[config.mk]
export PLATFORM = sky130hd
export DESIGN_NAME = scs_sequencer
export DESIGN_NICKNAME = d
export VERILOG_FILES = /design/src/logic/scs_pkg.sv /design/src/logic/scs_sequencer.sv
export SDC_FILE = /design/constraint.sdc
export NUM_CORES = 1
export LEC_CHECK = 0
export ABC_CLOCK_PERIOD_IN_PS = 2640
export BUFFER_PORTS_ARGS = -buffer_cell sky130_fd_sc_hd__buf_2
export CORE_MARGIN = 2
export CORE_UTILIZATION = 50
export CTS_CLUSTER_SIZE = 14
export DETAILED_ROUTE_END_ITERATION = 12
export PLACE_DENSITY_LB_ADDON = 0.3
export SYNTH_ARGS = -nofsm -noshare
export SYNTH_HDL_FRONTEND = slang
export SYNTH_SLANG_ARGS = --single-unit
[constraint.sdc]
create_clock -name hclk -period 2.64 [get_ports hclk]
set_input_delay 0.396 -clock hclk [delete_from_list [all_inputs] [get_ports hclk]]
set_output_delay 0.396 -clock hclk [all_outputs]
set_load 0.05 [all_outputs]
[src/logic/scs_pkg.sv]
// constants for the sar conversion sequencer
// assumes a 100 MHz hclk and an ahb-lite register bus
package scs_pkg;
  localparam int unsigned CLK_MHZ          = 100;
  localparam int unsigned RES_BITS         = 16;
  localparam int unsigned FULL_SCALE_STEPS = 65536;
  // mode select codes
  localparam logic [1:0]  MODE_NORMAL      = 2'h0;
  localparam logic [1:0]  MODE_FAST        = 2'h1;
  localparam logic [1:0]  MODE_LOWPWR      = 2'h2;
  // rates in ksps, gap limit in us
  localparam int unsigned FAST_KSPS        = 570;
  localparam int unsigned NORMAL_KSPS      = 500;
  localparam int unsigned FAST_GAP_US      = 1000;
  localparam int unsigned FAST_PERIOD_CYC  = (CLK_MHZ * 1000 + FAST_KSPS - 1) / FAST_KSPS;
  localparam int unsigned NORM_PERIOD_CYC  = (CLK_MHZ * 1000 + NORMAL_KSPS - 1) / NORMAL_KSPS;
  localparam int unsigned FAST_GAP_CYC     = FAST_GAP_US * CLK_MHZ;
  // cycles per bit trial, and wake cycles before the first trial after power-up
  localparam int unsigned TRIAL_CYC_FAST   = 5;
  localparam int unsigned TRIAL_CYC_NORM   = 6;
  localparam int unsigned WAKE_CYC         = 4;
  // register byte offsets
  localparam logic [7:0]  OFS_CTRL         = 8'h00;
  localparam logic [7:0]  OFS_STATUS       = 8'h04;
  localparam logic [7:0]  OFS_RESULT       = 8'h08;
  localparam logic [7:0]  OFS_SAMPLE       = 8'h0C;
  // ctrl fields
  localparam int unsigned CTRL_FAST_BIT    = 0;
  localparam int unsigned CTRL_LOWPWR_BIT  = 1;
  localparam int unsigned CTRL_CODING_BIT  = 2;
  localparam int unsigned CTRL_PD_BIT      = 3;
  localparam logic [31:0] CTRL_RESET       = 32'h0000_0004;
  // status fields
  localparam int unsigned ST_BUSY_BIT      = 0;
  localparam int unsigned ST_STALE_BIT     = 1;
  localparam int unsigned ST_PWRSAVE_BIT   = 2;
  typedef enum logic [3:0] {
    SCS_ACQ   = 4'h1,
    SCS_WAKE  = 4'h2,
    SCS_TRIAL = 4'h4,
    SCS_DONE  = 4'h8
  } scs_state_e;
endpackage

[src/logic/scs_sequencer.sv]
// successive approximation control and output coding, ahb-lite registers
// assumes convert_start_n comes from a pin; analog sample/compare is a digital word input
//
// The AHB-Lite slave port and the placing of the registers are this design's own decisions.
`timescale 1ns/1ps
// Operation
// RULE1: falling convert_start_n leaves acquisition, holds the sample, starts conversion.
// RULE2: bit trials from half scale down to one step, msb first.
// RULE3: latch final code first, then drop busy.
// RULE4: each result is ready at end of its own conversion, no latency.
// RULE5: three modes: fastest, normal, low power.
// RULE6: fastest mode up to 570 ksps, accurate only with gaps under 1 ms.
// RULE7: host discards first fastest-mode result after gap over 1 ms.
// RULE8: normal mode up to 500 ksps, any gap length allowed.
// RULE9: low power mode powers down between conversions.
// RULE10: coding select picks straight binary or twos complement, 16 bits.
// RULE11: twos complement is straight binary with msb inverted.
// RULE12: overrange saturates to the maximum code.
// RULE13: underrange saturates to the minimum code.
// RULE14: low power when low-power select high and fastest select low.
// RULE15: starts and power-down ignored while a conversion runs.
// RULE16: coding select high is straight binary, sampled at latch time.
module scs_sequencer #(
  parameter int unsigned WIDTH = scs_pkg::RES_BITS
) (
  input  wire logic                       hclk,
  input  wire logic                       hresetn,
  input  wire logic                       hsel,
  input  wire logic [31:0]                haddr,
  input  wire logic [1:0]                 htrans,
  input  wire logic                       hwrite,
  input  wire logic [2:0]                 hsize,
  input  wire logic [31:0]                hwdata,
  input  wire logic                       hready,
  output logic      [31:0]                hrdata,
  output logic                            hreadyout,
  output logic                            hresp,
  input  wire logic                       convert_start_n,
  input  wire logic [WIDTH-1:0]           analog_level,
  input  wire logic                       analog_over,
  input  wire logic                       analog_under,
  output logic                            busy,
  output logic                            sample_hold,
  output logic                            analog_power_on,
  output logic      [WIDTH-1:0]           trial_code,
  output logic      [WIDTH-1:0]           result_code
);
  // elaboration check: coding and saturation logic assume a 16-bit word
  if (WIDTH != scs_pkg::RES_BITS) begin : g_width_check
    $error("scs_sequencer: WIDTH must be 16");
  end

  // pin synchroniser; first stage read only by the second
  logic       cs_meta_reg;
  logic       cs_sync_reg;
  logic       cs_prev_reg;
  always_ff @(posedge hclk or negedge hresetn) begin
    if (!hresetn) begin
      cs_meta_reg <= 1'b1;
      cs_sync_reg <= 1'b1;
      cs_prev_reg <= 1'b1;
    end else begin
      cs_meta_reg <= convert_start_n;
      cs_sync_reg <= cs_meta_reg;
      cs_prev_reg <= cs_sync_reg;
    end
  end
  logic start_fall;
  assign start_fall = cs_prev_reg & ~cs_sync_reg;

  // bus slave, zero wait state
  logic [31:0] ctrl_reg, ctrl_next;
  logic        wr_pend_reg, wr_pend_next;
  logic [7:0]  addr_reg, addr_next;
  logic [31:0] rdata_reg, rdata_next;
  logic        accept;
  assign accept = hsel & hready & htrans[1];

  scs_pkg::scs_state_e st_reg, st_next;
  logic [WIDTH-1:0] sar_reg, sar_next;
  logic [WIDTH-1:0] bit_reg, bit_next;
  logic [WIDTH-1:0] res_reg, res_next;
  logic [3:0]       cyc_reg, cyc_next;
  logic [1:0]       mode_reg, mode_next;
  logic             over_reg, over_next;
  logic             under_reg, under_next;
  logic [31:0]      gap_reg, gap_next;
  logic             stale_reg, stale_next;
  logic             held_reg, held_next;
  logic             pwr_reg, pwr_next;
  logic [31:0]      count_reg, count_next;

  logic [1:0] mode_sel;
  logic       pd_req;
  logic [3:0] trial_len;
  logic [WIDTH-1:0] straight;

  always_comb begin
    // RULE5 RULE14 mode decode
    if (ctrl_reg[scs_pkg::CTRL_FAST_BIT])
      mode_sel = scs_pkg::MODE_FAST;
    else if (ctrl_reg[scs_pkg::CTRL_LOWPWR_BIT])
      mode_sel = scs_pkg::MODE_LOWPWR;
    else
      mode_sel = scs_pkg::MODE_NORMAL;
    pd_req = ctrl_reg[scs_pkg::CTRL_PD_BIT];
    // RULE6 RULE8 trial pacing sets rate
    trial_len = (mode_reg == scs_pkg::MODE_FAST) ? 4'(scs_pkg::TRIAL_CYC_FAST)
                                                  : 4'(scs_pkg::TRIAL_CYC_NORM);
    // RULE12 RULE13 saturate, no wrap
    if (over_reg)
      straight = '1;
    else if (under_reg)
      straight = '0;
    else
      straight = sar_reg;
  end

  always_comb begin
    st_next    = st_reg;
    sar_next   = sar_reg;
    bit_next   = bit_reg;
    res_next   = res_reg;
    cyc_next   = cyc_reg;
    mode_next  = mode_reg;
    over_next  = over_reg;
    under_next = under_reg;
    held_next  = held_reg;
    stale_next = stale_reg;
    count_next = count_reg;
    pwr_next   = pwr_reg;
    gap_next   = (gap_reg < scs_pkg::FAST_GAP_CYC) ? gap_reg + 32'h0000_0001 : gap_reg;
    case (st_reg)
      scs_pkg::SCS_ACQ: begin
        // RULE9 low power sleeps between conversions
        pwr_next = ~pd_req & (mode_sel != scs_pkg::MODE_LOWPWR);
        // RULE1 start on falling edge
        if (start_fall && !pd_req) begin
          held_next = 1'b1;
          mode_next = mode_sel;
          // RULE7 flag result after long gap in fast mode
          stale_next = (mode_sel == scs_pkg::MODE_FAST) && (gap_reg >= scs_pkg::FAST_GAP_CYC);
          gap_next   = '0;
          over_next  = analog_over;
          under_next = analog_under;
          cyc_next   = '0;
          st_next    = pwr_reg ? scs_pkg::SCS_TRIAL : scs_pkg::SCS_WAKE;
          pwr_next   = 1'b1;
          sar_next   = {1'b1, {(WIDTH-1){1'b0}}};
          bit_next   = {1'b1, {(WIDTH-1){1'b0}}};
        end
      end
      scs_pkg::SCS_WAKE: begin
        cyc_next = cyc_reg + 4'h1;
        if (cyc_reg == 4'(scs_pkg::WAKE_CYC - 1)) begin
          cyc_next = '0;
          st_next  = scs_pkg::SCS_TRIAL;
        end
      end
      scs_pkg::SCS_TRIAL: begin
        // RULE15 starts and power-down ignored here
        cyc_next = cyc_reg + 4'h1;
        if (cyc_reg == trial_len - 4'h1) begin
          cyc_next = '0;
          // RULE2 keep or drop trial bit, msb first
          if (trial_code > analog_level)
            sar_next = (sar_reg & ~bit_reg) | (bit_reg >> 1);
          else
            sar_next = sar_reg | (bit_reg >> 1);
          bit_next = bit_reg >> 1;
          if (bit_reg[0]) begin
            sar_next = (trial_code > analog_level) ? (sar_reg & ~bit_reg) : sar_reg;
            st_next  = scs_pkg::SCS_DONE;
          end
        end
      end
      scs_pkg::SCS_DONE: begin
        // RULE3 RULE4 latch code, busy drops on the same edge
        // RULE10 RULE11 RULE16 coding applied at latch
        res_next   = ctrl_reg[scs_pkg::CTRL_CODING_BIT] ? straight
                                                        : {~straight[WIDTH-1], straight[WIDTH-2:0]};
        held_next  = 1'b0;
        count_next = count_reg + 32'h0000_0001;
        st_next    = scs_pkg::SCS_ACQ;
      end
      default: st_next = scs_pkg::SCS_ACQ;
    endcase
  end

  // bus next state
  always_comb begin
    wr_pend_next = accept & hwrite;
    addr_next    = accept ? haddr[7:0] : addr_reg;
    ctrl_next    = ctrl_reg;
    if (wr_pend_reg && addr_reg == scs_pkg::OFS_CTRL)
      ctrl_next = {28'h0, hwdata[3:0]};
    rdata_next = 32'h0000_0000;
    if (accept && !hwrite) begin
      case (haddr[7:0])
        scs_pkg::OFS_CTRL:   rdata_next = ctrl_next;
        scs_pkg::OFS_STATUS: rdata_next = {29'h0, ~pwr_reg, stale_reg, held_reg};
        scs_pkg::OFS_RESULT: rdata_next = {16'h0, res_reg};
        scs_pkg::OFS_SAMPLE: rdata_next = count_reg;
        default:             rdata_next = 32'h0000_0000;
      endcase
    end
  end

  always_ff @(posedge hclk or negedge hresetn) begin
    if (!hresetn) begin
      st_reg      <= scs_pkg::SCS_ACQ;
      sar_reg     <= '0;
      bit_reg     <= '0;
      res_reg     <= '0;
      cyc_reg     <= '0;
      mode_reg    <= scs_pkg::MODE_NORMAL;
      over_reg    <= 1'b0;
      under_reg   <= 1'b0;
      gap_reg     <= 32'(scs_pkg::FAST_GAP_CYC);
      stale_reg   <= 1'b0;
      held_reg    <= 1'b0;
      pwr_reg     <= 1'b1;
      count_reg   <= '0;
      ctrl_reg    <= scs_pkg::CTRL_RESET;
      wr_pend_reg <= 1'b0;
      addr_reg    <= '0;
      rdata_reg   <= '0;
    end else begin
      st_reg      <= st_next;
      sar_reg     <= sar_next;
      bit_reg     <= bit_next;
      res_reg     <= res_next;
      cyc_reg     <= cyc_next;
      mode_reg    <= mode_next;
      over_reg    <= over_next;
      under_reg   <= under_next;
      gap_reg     <= gap_next;
      stale_reg   <= stale_next;
      held_reg    <= held_next;
      pwr_reg     <= pwr_next;
      count_reg   <= count_next;
      ctrl_reg    <= ctrl_next;
      wr_pend_reg <= wr_pend_next;
      addr_reg    <= addr_next;
      rdata_reg   <= rdata_next;
    end
  end

  assign hrdata          = rdata_reg;
  assign hreadyout       = 1'b1;
  assign hresp           = 1'b0;
  assign busy            = held_reg;
  assign sample_hold     = held_reg;
  assign analog_power_on = pwr_reg;
  assign trial_code      = sar_reg;
  assign result_code     = res_reg;

  // assertions
  property p_start_begins;
    @(posedge hclk) disable iff (!hresetn)
      (st_reg == scs_pkg::SCS_ACQ && start_fall && !pd_req) |=> busy;
  endproperty
  a_start_begins: assert property (p_start_begins) else $error("start edge did not raise busy"); // RULE1

  property p_msb_first;
    @(posedge hclk) disable iff (!hresetn)
      $rose(busy) |-> trial_code == {1'b1, {(WIDTH-1){1'b0}}};
  endproperty
  a_msb_first: assert property (p_msb_first) else $error("trial did not start at midscale"); // RULE2

  property p_latch_then_busy;
    @(posedge hclk) disable iff (!hresetn)
      $fell(busy) |-> $past(st_reg) == scs_pkg::SCS_DONE;
  endproperty
  a_latch_then_busy: assert property (p_latch_then_busy) else $error("busy fell outside latch"); // RULE3

  property p_no_latency;
    @(posedge hclk) disable iff (!hresetn)
      (st_reg == scs_pkg::SCS_DONE && ctrl_reg[scs_pkg::CTRL_CODING_BIT]) |=> result_code == $past(straight);
  endproperty
  a_no_latency: assert property (p_no_latency) else $error("result not from own conversion"); // RULE4

  property p_lowpwr_sleep;
    @(posedge hclk) disable iff (!hresetn)
      (st_reg == scs_pkg::SCS_ACQ && mode_sel == scs_pkg::MODE_LOWPWR && !start_fall) |=> !analog_power_on;
  endproperty
  a_lowpwr_sleep: assert property (p_lowpwr_sleep) else $error("low power mode stayed powered"); // RULE9

  property p_twos;
    @(posedge hclk) disable iff (!hresetn)
      (st_reg == scs_pkg::SCS_DONE && !ctrl_reg[scs_pkg::CTRL_CODING_BIT])
        |=> result_code == {~$past(straight[WIDTH-1]), $past(straight[WIDTH-2:0])};
  endproperty
  a_twos: assert property (p_twos) else $error("twos complement coding wrong"); // RULE11

  property p_over;
    @(posedge hclk) disable iff (!hresetn)
      (st_reg == scs_pkg::SCS_DONE && over_reg && ctrl_reg[scs_pkg::CTRL_CODING_BIT]) |=> &result_code;
  endproperty
  a_over: assert property (p_over) else $error("overrange did not saturate"); // RULE12

  property p_under;
    @(posedge hclk) disable iff (!hresetn)
      (st_reg == scs_pkg::SCS_DONE && under_reg && !over_reg && ctrl_reg[scs_pkg::CTRL_CODING_BIT])
        |=> result_code == '0;
  endproperty
  a_under: assert property (p_under) else $error("underrange did not saturate"); // RULE13

  property p_no_restart;
    @(posedge hclk) disable iff (!hresetn)
      (st_reg == scs_pkg::SCS_TRIAL && cyc_reg != trial_len - 4'h1) |=> $stable(trial_code) && busy;
  endproperty
  a_no_restart: assert property (p_no_restart) else $error("conversion disturbed mid trial"); // RULE15

  c_conv: cover property (@(posedge hclk) disable iff (!hresetn) $fell(busy));
  c_fast: cover property (@(posedge hclk) disable iff (!hresetn) $fell(busy) && mode_reg == scs_pkg::MODE_FAST);
  c_lowpwr: cover property (@(posedge hclk) disable iff (!hresetn) $rose(analog_power_on));
endmodule // scs_sequencer

==> results.sh <==
export IMPL_crit_buf_inv=1
export IMPL_grt_start_max_net_pins=78
export IMPL_synth_area_leaders="dfrtp_1, nand2_1, dfstp_2, and2_1, ha_1"
export IMPL_hold_viol_final=0
export IMPL_grt_pass1_wl_um=31300
export IMPL_drv_slew=0
export IMPL_hp_class="in2reg"
export IMPL_wl_per_cell_um=15.9
export IMPL_synth_area_sq_um=8910
export IMPL_start_util_pct=51.4
export IMPL_syn_nets=945
export IMPL_dp_hpwl_um=13000
export IMPL_multi_input_area_sq_um=3500
export IMPL_drc_errors=0
export IMPL_tns_ns=0
export IMPL_syn_to_final_growth_pct=18.2
export IMPL_start_kind="flop"
export IMPL_p_int_uw=5700
export IMPL_grt_overflow=0
export IMPL_p_leak_uw=0.00507
export IMPL_core_sq_um=17400
export IMPL_finalWeightedCongestion=0.798
export IMPL_die_area_sq_um=18900
export IMPL_ff_latch_area_sq_um=5090
export IMPL_dieWidth_um=138
export IMPL_num_antenna_cells=0
export IMPL_path_clk_slew_ns=0.06
export IMPL_die_y_um=138
export IMPL_cp_end_kind="flop"
export IMPL_synth_most_common_cell="dfrtp_1"
export IMPL_numPortBuffers=103
export IMPL_htree_levels=1
export IMPL_status="completed"
export IMPL_max_stage_delay_ns=0.55
export IMPL_synth_top_area_share_pct=53.6
export IMPL_num_fill_cells=1464
export IMPL_pwr_share_clk_pct=39.0
export IMPL_worstPathMaxFanout=14
export IMPL_yosysWarnings=0
export IMPL_crit_slowest_cell="or4_1"
export IMPL_synth_seq_cells=203
export IMPL_vias=6368
export IMPL_grt_pass1_vias=6216
export IMPL_first_pass_iters=5
export IMPL_period_needed_ns=2.37
export IMPL_rows=48
export IMPL_antenna_found_initial=0
export IMPL_ios=162
export IMPL_crit_family="simple AND/OR/NAND/NOR gates"
export IMPL_numCtsBuffers=21
export IMPL_yosysUniqueCellTypes=60
export IMPL_synth_common_cells="dfrtp_1, nand2_1, nor2_1"
export IMPL_finalCritPeriodShare_pct=89.9
export IMPL_p_comb_share_pct=15.7
export IMPL_worst_slew_pin_slew_ns=0.650
export IMPL_cts_sinks=203
export IMPL_ant_nets=0
export IMPL_net_switching_power_uw=2230
export IMPL_synth_edff_count=0
export IMPL_rsz0062_at_grt="false"
export IMPL_swShare_pct=28.1
export IMPL_nNetsFinal=1059
export IMPL_ir_worst_vdd_uv=554
export IMPL_worstPathRequired_ns=2.99
export IMPL_totalWireLength_um=18800
export IMPL_syn_inst=832
export IMPL_relSlewSlack_pct=56.0
export IMPL_yosysSeqAreaShare_pct=57.2
export IMPL_final_layout_size_suffix_gt1_share_pct=22.2
export IMPL_synthFlopType="dfrtp_1"
export IMPL_arrival_ns=2.73
export IMPL_path_cells="ha_1 > nand4_1 > or4_1 > o31ai_1 > and2_0 > buf_12 > o221ai_1"
export IMPL_cts_path_max_buffers=3
export IMPL_cts_root_buf="clkbuf_16"
export IMPL_maxCapViolations=0
export IMPL_grt_usage_pct=20.8
export IMPL_synthArstFlopShare_pct=100
export IMPL_synth_top_area_cell="dfrtp_1"
export IMPL_cts_tree="yes"
export IMPL_finalSetupViolCount=0
export IMPL_whs_ns=0.103
export IMPL_cts_setup_buffers=0
export IMPL_drtIter0Drc=415
export IMPL_viasPerCell=5.38
export IMPL_max_freq_mhz=421
export IMPL_synth_avg_cell_area_sq_um=10.7
export IMPL_criticalPathCategory="reg2reg"
export IMPL_power_density_nw_per_um2=753
export IMPL_seqPwrFrac_pct=45.3
export IMPL_clock_latency_ns=0.50
export IMPL_clock_skew_ns=0.0219
==> placed cells by master, fill, tap and decap left out, types with 13 or more instances in the layout <==
cell / n
ha_1: 20
nand3_1: 22
o21ai_0: 40
a21oi_1: 38
buf_2: 102
nand4_1: 15
xor2_1: 17
or3_1: 17
nor2_1: 58
a22oi_1: 21
buf_4: 23
mux2_2: 13
nand2_1: 109
dfrtp_1: 191
and3_1: 14
xnor2_1: 27
inv_1: 41
and2_1: 47
clkbuf_16: 21
==> stage by stage <==
stage	instance area (sq um)	std cells	total power (uW)	utilization (%)	setup slack, ns
2_1_floorplan	8910	832	4480	-	0.0680
3_3_place_gp	9790	1146	4860	56.4	0.231
3_5_place_dp	9790	1146	4880	56.4	0.193
4_1_cts	10500	1184	8010	60.7	0.262
5_1_grt	10500	1184	8320	60.7	0.110
6_report	10500	1184	7930	60.7	0.265
==> layout make-up <==
cell class	instances	share of cell area (%)
flip-flops and latches	203	48.4
multi-input cells	547	33.2
repair buffers	131	7.38
clock buffers	30	5.88
well taps	225	2.67
inverters	42	1.50
clock inverters	6	1.03
==> tightest hold or removal path: stages <==
cell and delay (ns):
buf_2 0.08, nand2_1 0.04, nand2_1 0.04
==> worst paths after layout <==
path                                     start       endpoint  slack (ns)  cells past startpoint
worst max-delay path            trial_code[14]  trial_code[1]        0.27                      7
worst min-delay path               analog_over       over_reg        0.10                      3
min in group asynchronous              hresetn     hrdata[24]        0.46                      2
worst max register to register  trial_code[14]  trial_code[1]        0.27                      7
worst min register to register     cs_meta_reg    cs_sync_reg        0.35                      0
max in group asynchronous              hresetn  trial_code[5]        1.39                      3
==> power by group through the flow <==
stage | logic (uW) | registers, uW | clock network (uW)
after floorplan | 739 | 3740 | 0
after global placement | 1220 | 3640 | 0
after detailed placement | 1240 | 3640 | 0
after CTS | 1250 | 3590 | 3160
after global routing | 1400 | 3630 | 3290
final | 1240 | 3600 | 3090
==> metal layers <==
metal	share of wire (%)	GRT usage, %	routed length (um)
met1	46	29.3	8650
met2	48	34.0	9010
met3	4.6	2.83	868
met4	1.6	5.78	307
met5	0	0	0
==> kinds of logic (layout without fill, tap and decap cells) <==
kind of cell	Yosys count	count (layout)	share of synthesized area [%]
adders and majority gates	20	20	2.81
other	2	2	0.0843
DFF	203	203	57.2
and+or+nand+nor	319	319	18.2
xor gates and xnor gates	44	44	4.32
buffers and inverters	82	209	3.76
muxes	16	16	2.40
AOI/OAI and AO/OA	146	146	11.3
==> timing repair <==
action	4_1_cts	5_1_grt
resized for setup	0	0
hold buffers	2	0
endpoints found under the setup margin	0	0
hold endpoints to repair	65	0
No activity file was read; power rests on OpenSTA's default activity.
